[src/verilog/adc_fmt_pkg.sv]
// constants, field layouts and carrier types for the converter result/select block
`default_nettype none
package adc_fmt_pkg;
	// ==========================================================
	// bus and register map (word index, byte address = 4 * index)
	localparam int WB_AW = 8;
	localparam int WB_DW = 32;
	localparam int ADR_LSB = 2;
	localparam int BYTE_W = 8;
	localparam logic [5:0] IDX_CONTROL_B = 6'h03;
	localparam logic [5:0] IDX_RESULT_LOW = 6'h04;
	localparam logic [5:0] IDX_RESULT_HIGH = 6'h05;
	localparam logic [5:0] IDX_CONTROL_A = 6'h06;
	localparam logic [5:0] IDX_INPUT_SELECT = 6'h07;
	localparam logic [5:0] IDX_IRQ_STATUS = 6'h08;
	localparam logic [5:0] IDX_IRQ_MASK = 6'h09;
	// ==========================================================
	// field positions
	localparam int CTLA_ENABLE_BIT = 7;
	localparam int CTLA_START_BIT = 6;
	localparam int CTLA_DONE_BIT = 4;
	localparam int CTLB_BIPOLAR_BIT = 4;
	localparam int IRQ_DONE_BIT = 0;
	localparam int REF_MSB = 7;
	localparam int REF_LSB = 6;
	localparam int GAIN_BIT = 0;
	localparam int RES_HIGH_MSB = 9;
	localparam logic [7:0] INPUT_SELECT_RESET = 8'h00;
	// ==========================================================
	// encodings
	localparam logic [1:0] REF_SUPPLY = 2'h0;
	localparam logic [1:0] REF_EXTERNAL = 2'h1;
	localparam logic [1:0] REF_INTERNAL = 2'h2;
	localparam logic [5:0] CH_TEMP_SENSOR = 6'h22;
	localparam logic [5:0] CH_SINGLE_LAST = 6'h07;
	localparam logic [5:0] CH_GROUND = 6'h20;
	localparam logic [5:0] CH_INTERNAL_REF = 6'h21;
	localparam logic [5:0] CH_DIFF_FIRST = 6'h08;
	localparam logic [5:0] CH_DIFF_LAST = 6'h1f;
	localparam logic [5:0] CH_REV_FIRST = 6'h23;
	// ==========================================================
	// result arithmetic
	localparam int RES_W = 10;
	localparam int CALC_W = 17;
	localparam logic [4:0] GAIN_HIGH = 5'h14;
	localparam logic [4:0] GAIN_UNITY = 5'h01;
	localparam logic signed [CALC_W-1:0] UNI_MAX = 17'sh003ff;
	localparam logic signed [CALC_W-1:0] BIP_MAX = 17'sh001ff;
	localparam logic signed [CALC_W-1:0] BIP_MIN = -17'sh00200;
	localparam logic signed [CALC_W-1:0] CALC_ZERO = 17'sh00000;
	// ==========================================================
	// timing in converter clock cycles, and the default count of system clocks per converter cycle
	localparam logic [4:0] CONV_NORMAL_CYCLES = 5'd13;
	localparam logic [4:0] CONV_EXTENDED_CYCLES = 5'd25;
	localparam int CONV_DIV_DEFAULT = 8;
	// ==========================================================
	// carriers
	typedef enum logic [1:0] {
		ST_IDLE = 2'b01,
		ST_CONVERT = 2'b10
	} conv_state_t;
	typedef struct packed {
		logic [1:0] reference;
		logic [5:0] channel;
	} input_select_t;
	typedef struct packed {
		logic [1:0] ref_sel;
		logic [5:0] channel_gain_sel;
		logic gain_20x;
		logic temp_sensor_en;
		logic internal_ref_en;
		logic external_ref_en;
	} analog_ctrl_t;
endpackage
`default_nettype wire

[src/verilog/adc_result_format.sv]
// converter control: input select, timing, result formatting, wishbone registers, interrupt
// =============================================================================
// How it works
// - done flag set means result bytes hold result
// - single-ended result is plain unsigned input code
// - unipolar differential scaled by gain, clamped at zero
// - bipolar differential two's complement, 0x200..0x1FF range
// - differential gain is one or twenty
// - top result bit is sign in bipolar
// - unipolar by default, bipolar bit selects bipolar
// - channel code 100010 enables temperature sensor channel
// - reference field decodes supply, external, internal
// - reference writes wait until conversion done
// - next conversion after reference change is extended
// - lowest channel bit selects gain one or twenty
// - normal conversion 13 cycles, extended 25 cycles
//
// Design decision made here: the Wishbone interface to the registers.
`default_nettype none
module adc_result_format #(
	parameter int CONV_DIV = adc_fmt_pkg::CONV_DIV_DEFAULT
) (
	input wire logic SYS_CLK,
	input wire logic RESET_N,
	input wire logic WB_CYC_I,
	input wire logic WB_STB_I,
	input wire logic WB_WE_I,
	input wire logic [adc_fmt_pkg::WB_AW-1:0] WB_ADR_I,
	input wire logic [3:0] WB_SEL_I,
	input wire logic [adc_fmt_pkg::WB_DW-1:0] WB_DAT_I,
	output logic [adc_fmt_pkg::WB_DW-1:0] WB_DAT_O,
	output logic WB_ACK_O,
	input wire logic [adc_fmt_pkg::RES_W-1:0] POS_CODE,
	input wire logic [adc_fmt_pkg::RES_W-1:0] NEG_CODE,
	output adc_fmt_pkg::analog_ctrl_t ANALOG_CTRL,
	output logic CONV_BUSY,
	output logic CONV_EXTENDED,
	output logic IRQ
);
	import adc_fmt_pkg::*;

	localparam int DIV_W = $clog2(CONV_DIV + 1);
	localparam logic [DIV_W-1:0] DIV_LAST = DIV_W'(CONV_DIV - 1);
	localparam int PAD_W = CALC_W - RES_W;

	// =========================================================================
	// state
	typedef struct packed {
		conv_state_t st;
		logic enable;
		logic start;
		logic bipolar;
		input_select_t sel;
		input_select_t active;
		logic need_long;
		logic long_now;
		logic done;
		logic mask;
		logic [RES_W-1:0] result;
		logic [4:0] cyc;
		logic [DIV_W-1:0] div;
		logic ack;
		logic [WB_DW-1:0] rdata;
		logic irq;
		logic busy;
		analog_ctrl_t actl;
	} state_t;

	state_t s_reg;
	state_t s_next;

	logic bus_req;
	logic bus_wr;
	logic [5:0] idx;
	logic [7:0] wbyte;
	logic tick;
	logic last_cycle;
	logic is_diff;
	logic signed [CALC_W-1:0] diff;
	logic signed [CALC_W-1:0] scaled;
	logic signed [CALC_W-1:0] halved;
	logic [RES_W-1:0] formatted;
	logic [RES_W-1:0] next_result;
	logic done_set;
	logic done_clr;
	logic launch;

	// =========================================================================
	// result formatting from the analog front end codes
	always_comb begin
		// pairs, then offset calibration and reversed pairs above the sensor code
		is_diff = ((s_reg.active.channel >= CH_DIFF_FIRST)
			&& (s_reg.active.channel <= CH_DIFF_LAST))
			|| (s_reg.active.channel >= CH_REV_FIRST);
		diff = $signed({{PAD_W{1'b0}}, POS_CODE}) - $signed({{PAD_W{1'b0}}, NEG_CODE});
		// gain applied before the code is limited
		if (s_reg.active.channel[GAIN_BIT]) begin
			scaled = CALC_W'(diff * $signed({1'b0, GAIN_HIGH}));
		end else begin
			scaled = CALC_W'(diff * $signed({1'b0, GAIN_UNITY}));
		end
		halved = scaled >>> 1;
		if (!is_diff) begin
			formatted = POS_CODE;
		end else if (s_reg.bipolar) begin
			// two's complement, sign lands in the high byte
			if (halved > BIP_MAX) begin
				formatted = BIP_MAX[RES_W-1:0];
			end else if (halved < BIP_MIN) begin
				formatted = BIP_MIN[RES_W-1:0];
			end else begin
				formatted = halved[RES_W-1:0];
			end
		end else begin
			// negative difference saturates to zero
			if (scaled < CALC_ZERO) begin
				formatted = '0;
			end else if (scaled > UNI_MAX) begin
				formatted = UNI_MAX[RES_W-1:0];
			end else begin
				formatted = scaled[RES_W-1:0];
			end
		end
	end

	// =========================================================================
	// bus decode and converter clock enable
	always_comb begin
		// a request is taken once; the registered ack blocks a second take
		bus_req = WB_CYC_I && WB_STB_I && !s_reg.ack;
		// writes only act on the lowest byte lane
		bus_wr = bus_req && WB_WE_I && WB_SEL_I[0];
		idx = WB_ADR_I[WB_AW-1:ADR_LSB];
		wbyte = WB_DAT_I[BYTE_W-1:0];
		tick = (s_reg.div == DIV_LAST);
	end

	// =========================================================================
	// next state
	always_comb begin
		s_next = s_reg;
		last_cycle = 1'b0;
		done_set = 1'b0;
		done_clr = 1'b0;
		launch = 1'b0;
		next_result = s_reg.result;

		// =====================================================================
		// converter clock enable from the system clock
		// the divider only runs while converting, so idle draws no toggles
		if (s_reg.st != ST_CONVERT) begin
			s_next.div = '0;
		end else if (tick) begin
			s_next.div = '0;
		end else begin
			s_next.div = s_reg.div + 1'b1;
		end

		// =====================================================================
		// register writes
		s_next.ack = bus_req;
		if (bus_wr) begin
			unique case (idx)
				IDX_INPUT_SELECT: begin
					s_next.sel = input_select_t'(wbyte);
					if (wbyte[REF_MSB:REF_LSB] != s_reg.sel.reference) begin
						s_next.need_long = 1'b1;
					end
				end
				IDX_CONTROL_A: begin
					s_next.enable = wbyte[CTLA_ENABLE_BIT];
					// a start written while disabled is dropped, not remembered
					if (wbyte[CTLA_START_BIT] && wbyte[CTLA_ENABLE_BIT]) begin
						s_next.start = 1'b1;
					end
					// same sticky flop as the status bit, write one to clear
					if (wbyte[CTLA_DONE_BIT]) begin
						done_clr = 1'b1;
					end
				end
				IDX_CONTROL_B: begin
					s_next.bipolar = wbyte[CTLB_BIPOLAR_BIT];
				end
				IDX_IRQ_STATUS: begin
					if (wbyte[IRQ_DONE_BIT]) begin
						done_clr = 1'b1;
					end
				end
				IDX_IRQ_MASK: begin
					s_next.mask = wbyte[IRQ_DONE_BIT];
				end
				default: ;
			endcase
		end

		// =====================================================================
		// conversion sequencing
		unique case (s_reg.st)
			ST_IDLE: begin
				// idle: new selections apply at once
				s_next.active = s_next.sel;
				if (s_reg.start && s_reg.enable) begin
					launch = 1'b1;
					s_next.st = ST_CONVERT;
					s_next.cyc = '0;
					// a reference change taken at this very edge still counts
					s_next.long_now = s_next.need_long;
					s_next.need_long = 1'b0;
				end
			end
			ST_CONVERT: begin
				if (tick) begin
					s_next.cyc = s_reg.cyc + 1'b1;
					if (s_reg.long_now) begin
						last_cycle = (s_reg.cyc == CONV_EXTENDED_CYCLES - 1'b1);
					end else begin
						last_cycle = (s_reg.cyc == CONV_NORMAL_CYCLES - 1'b1);
					end
				end
				if (last_cycle) begin
					next_result = formatted;
					done_set = 1'b1;
					s_next.start = 1'b0;
					s_next.st = ST_IDLE;
					s_next.long_now = 1'b0;
					// pending selection takes effect only now
					s_next.active = s_next.sel;
				end
			end
			default: s_next.st = ST_IDLE;
		endcase

		// =====================================================================
		// turning the converter off aborts and forces the next one long
		if (!s_next.enable) begin
			s_next.st = ST_IDLE;
			s_next.start = 1'b0;
			s_next.long_now = 1'b0;
			s_next.need_long = 1'b1;
			s_next.active = s_next.sel;
		end

		s_next.result = next_result;
		// =====================================================================
		// status, interrupt and busy
		// an arriving done event beats a simultaneous clear
		if (done_set) begin
			s_next.done = 1'b1;
		end else if (done_clr) begin
			s_next.done = 1'b0;
		end
		// level interrupt, high while the unmasked sticky bit stands
		s_next.irq = s_next.done && s_next.mask;
		s_next.busy = (s_next.st == ST_CONVERT);

		// =====================================================================
		// analog controls follow the active selection only
		s_next.actl.ref_sel = s_next.active.reference;
		s_next.actl.channel_gain_sel = s_next.active.channel;
		s_next.actl.gain_20x = s_next.active.channel[GAIN_BIT];
		s_next.actl.temp_sensor_en = (s_next.active.channel == CH_TEMP_SENSOR);
		s_next.actl.internal_ref_en = (s_next.active.reference == REF_INTERNAL);
		s_next.actl.external_ref_en = (s_next.active.reference == REF_EXTERNAL);

		// =====================================================================
		// read data, sampled at request time
		s_next.rdata = '0;
		if (bus_req && !WB_WE_I) begin
			unique case (idx)
				IDX_INPUT_SELECT: begin
					s_next.rdata[BYTE_W-1:0] = s_reg.sel;
				end
				IDX_RESULT_LOW: begin
					s_next.rdata[BYTE_W-1:0] = s_reg.result[BYTE_W-1:0];
				end
				IDX_RESULT_HIGH: begin
					// upper bits stay zero from the default above
					s_next.rdata[RES_HIGH_MSB-BYTE_W:0] = s_reg.result[RES_W-1:BYTE_W];
				end
				IDX_CONTROL_A: begin
					s_next.rdata[CTLA_ENABLE_BIT] = s_reg.enable;
					s_next.rdata[CTLA_START_BIT] = s_reg.start;
					s_next.rdata[CTLA_DONE_BIT] = s_reg.done;
				end
				IDX_CONTROL_B: begin
					s_next.rdata[CTLB_BIPOLAR_BIT] = s_reg.bipolar;
				end
				IDX_IRQ_STATUS: begin
					s_next.rdata[IRQ_DONE_BIT] = s_reg.done;
				end
				IDX_IRQ_MASK: begin
					s_next.rdata[IRQ_DONE_BIT] = s_reg.mask;
				end
				default: ;
			endcase
		end
		if (launch) begin
			s_next.div = '0;
		end
	end

	// =========================================================================
	// registers
	always_ff @(posedge SYS_CLK or negedge RESET_N) begin
		if (!RESET_N) begin
			s_reg <= '0;
			s_reg.st <= ST_IDLE;
			s_reg.sel <= input_select_t'(INPUT_SELECT_RESET);
			s_reg.active <= input_select_t'(INPUT_SELECT_RESET);
			// first conversion after reset initialises the converter
			s_reg.need_long <= 1'b1;
		end else begin
			s_reg <= s_next;
		end
	end

	// =========================================================================
	// outputs, all taken from flops
	assign WB_DAT_O = s_reg.rdata;
	assign WB_ACK_O = s_reg.ack;
	assign ANALOG_CTRL = s_reg.actl;
	assign CONV_BUSY = s_reg.busy;
	assign CONV_EXTENDED = s_reg.long_now;
	assign IRQ = s_reg.irq;
endmodule
`default_nettype wire

[config.mk]
export PLATFORM = sky130hd
export DESIGN_NAME = adc_result_format
export DESIGN_NICKNAME = d
export VERILOG_FILES = /design/src/verilog/adc_fmt_pkg.sv /design/src/verilog/adc_result_format.sv
export SDC_FILE = /design/constraint.sdc
export NUM_CORES = 1
export LEC_CHECK = 0
export BUFFER_PORTS_ARGS = -buffer_cell sky130_fd_sc_hd__buf_4
export CAP_MARGIN = 0
export CORE_ASPECT_RATIO = 0.9
export CORE_UTILIZATION = 49
export DETAILED_ROUTE_END_ITERATION = 12
export PLACE_DENSITY = 0.84
export SETUP_SLACK_MARGIN = 0.1
export SLEW_MARGIN = 20
export SYNTH_ARGS = -nofsm -noshare
export SYNTH_HDL_FRONTEND = slang
export SYNTH_SLANG_ARGS = --single-unit
[constraint.sdc]
create_clock -name SYS_CLK -period 2.44 [get_ports SYS_CLK]
set_clock_uncertainty 0.05 [all_clocks]
set_input_delay 0.122 -clock SYS_CLK [delete_from_list [all_inputs] [get_ports SYS_CLK]]
set_output_delay 0.122 -clock SYS_CLK [all_outputs]
set_load 0.005 [all_outputs]
==> flow_summary.json <==
{
  "yosysWarningCount": 0,
  "first_global_vias": 4101,
  "cts_buffer_depth": 2,
  "final_util": 0.684,
  "ys_seq_area_frac": 0.316,
  "worst_pin_slew_ns": 0.737,
  "seqCellArea_sq_um": 1450,
  "drive_gt1_frac": 0.390,
  "synthSimpleGateAreaFrac": 0.171,
  "cpMaxStageDelayCell": "or4_4",
  "power.leakage_nw": 2.99,
  "synth_top_family_by_area": "compound AO/OA/AOI/OAI gates",
  "synth_seq_cells": 58,
  "antenna_cells": 0,
  "grt_pass1_wl_mm": 19.5,
  "synthTopCellsByArea": "dfrtp_1, ha_1, buf_4, nor2_1, a21oi_1",
  "async_flop_share": 1.00,
  "ant_nets": 0,
  "yosys.area.top_type": "dfrtp_1",
  "routedWlPerCell_um": 16.7,
  "synth_top_area_frac": 0.305,
  "die_w_um": 104,
  "cpMostUsedCell": "ha_4",
  "worst_slew_margin_rel": 0.504,
  "dpl.hpwl_mm": 8.92,
  "clk_pin_slew_ns": 0.06,
  "power.density_nw_per_um2": 588,
  "slew_viol_final": 0,
  "fin_ws_ns": -1.59,
  "syn_to_final_growth_pct": 35.8,
  "root_buffer": "clkbuf_8",
  "power_mw": 3.67,
  "grt_remaining_overflow": 0,
  "synth_cell_types": 79,
  "vias": 4338,
  "io_buffer_count": 63,
  "start_util": 0.504,
  "cts.sinks": 58,
  "fin_crit_sh": 1.65,
  "r2r-start": "WB_ACK_O",
  "syn_avg_cell_area_sq_um": 9.00,
  "hold_ws_ns": 0.00988,
  "grtUsageTotal": 0.252,
  "wl_mm": 12.8,
  "drtPass1Iterations": 6,
  "numCtsBuffers": 9,
  "mostFrequentLayoutCell": "buf_4",
  "tns_ns": -15.52,
  "synth.area.mux_share": 0.0498,
  "crit_chain": "buf_8, ha_4, nor2b_4, o31a_1, or4_4, a311o_1, xor2_2, ha_4, ha_4, and4_4, and2_4, a211o_1, xor2_2, o41ai_4, a21oi_2, buf_2, o21ai_1, a21oi_1",
  "synthFlopType": "dfrtp_1",
  "min_period_ns": 4.03,
  "rsz0062_at_grt": "yes",
  "synthCells": 511,
  "final_cell_mix": "buf_4, dfrtp_1, nor2_1",
  "hold_violations": 0,
  "fillers": 671,
  "num_io_pins": 117,
  "die-area_sq_um": 9770,
  "end_kind": "register",
  "antenna_found_initial": 0,
  "setup_viol": 10,
  "stdcell_area_sq_um": 6240,
  "synth-compound-area-share": 0.210,
  "multi_input_area_sq_um": 3090,
  "synthAdderAreaFrac": 0.0985,
  "worstPathMaxFanout": 4,
  "synth_edf_count": 0,
  "grt_max_degree": 59,
  "fin_nets": 743,
  "arrival_ns": 4.21,
  "failed_checks": "negative setup slack",
  "largest_register_ffs": 35,
  "via_per_inst": 5.66,
  "hp-class": "in -> reg",
  "drv_cap": 0,
  "first_iter_violations": 331,
  "synth_xor_area_frac": 0.0362,
  "place.gp.congestion": 0.913,
  "die_h_um": 93.9,
  "status": "complete, but fails checks",
  "hold-path-endpoint": "s_reg[66]",
  "max_stage_delay_ns": 0.45,
  "critPathLaunchType": "primary input",
  "crit_required_ns": 2.62,
  "peakVddDrop_uv": 308,
  "post_dp_cell_area_sq_um": 5500,
  "max_freq_mhz": 248,
  "r2r.worst_path.cells": 8,
  "synth_area_sq_um": 4600,
  "r2r-end": "ANALOG_CTRL[2]",
  "cts_tree": "yes",
  "path_class": "in -> reg",
  "core_sq_um": 9130,
  "drc_errors": 0,
  "holdPathStages": 2,
  "cts_htree_levels": 3,
  "fp-row-count": 33,
  "ff2ff_setup_slack_ns": 0.06,
  "min-delay-start": "WB_DAT_I[0]",
  "clock_latency_ns": 0.35
}
## cells by family (layout without fill, tap and decap cells)
| logic type | Yosys count | count (layout) |
|---|---|---|
| xor+xnor | 19 | 19 |
| mux | 21 | 21 |
| other cells | 1 | 24 |
| flops | 58 | 58 |
| simple gates | 146 | 146 |
| buf+inv | 93 | 203 |
| compound gates | 138 | 138 |
| fa+ha+maj | 35 | 35 |
## cells in the mapped netlist, types with 6 or more instances
cell type and count:
nor3_1 11, mux2_2 11, ha_1 33, dfrtp_1 56
clkbuf_1 8, o21ai_1 12, or3_1 8, a21o_1 7
o31ai_1 6, a22o_1 6, nor2_1 44, buf_4 44
mux2i_1 8, inv_1 33, o21ai_0 24, nand2_1 24
xor2_1 7, xnor2_1 12, nand3_1 10, a21oi_1 29
## metrics by stage
stage,worst slack [ns],cells
global route,-1.64,766
CTS,-1.41,759
finish,-1.59,766
detailed placement,-1.85,726
global placement,-1.74,726
floorplan,-1.44,534
## layout make-up
type | count | area share
Tap cell | 122 | 0.0244
Multi-Input combinational cell | 383 | 0.495
Timing Repair Buffer | 153 | 0.192
Inverter | 34 | 0.0212
Clock inverter | 7 | 0.0150
Sequential cell | 58 | 0.233
Clock buffer | 9 | 0.0198
## worst max-delay path: cells and delay by family
family                   cells  cell delay [ns]
AO/OA/AOI/OAI                7             1.70
XOR/XNOR                     2             0.51
adder cells (fa/ha/maj)      3             0.72
buffers and inverters        2             0.29
AND/OR/NAND/NOR              4             0.87
## worst max-delay path by stage
stage           startpoint  cells after the start         to  slack (ns)
2_1_floorplan  POS_CODE[0]                     18  s_reg[64]       -1.44
3_3_place_gp   NEG_CODE[1]                     18  s_reg[62]       -1.74
3_5_place_dp   NEG_CODE[1]                     19  s_reg[63]       -1.85
4_1_cts        POS_CODE[1]                     18  s_reg[63]       -1.41
5_1_grt        POS_CODE[1]                     18  s_reg[61]       -1.64
6_report       POS_CODE[1]                     18  s_reg[61]       -1.59
## where the power goes
group | internal, mW | switching [mW] | total, mW
Clock | 0.571 | 0.400 | 0.972
Combinational | 0.818 | 0.896 | 1.71
Sequential | 0.977 | 0.0118 | 0.988
Total | 2.37 | 1.31 | 3.67
## layer usage
layer	wire length, um	vias to the layer above	GRT usage
li1	-	2004	-
met1	5300	2110	0.312
met2	6470	195	0.436
met3	773	29	0.0492
met4	247	0	0.0988
met5	0	-	0
## what timing repair did
action,CTS,global route
resized for setup,29,39
setup endpoints to repair,11,12
hold endpoints to repair,63,0
setup buffers,10,6
pin swaps,15,19
gates cloned,0,1
hold buffers,7,0
(Power assumes the default switching activity.)
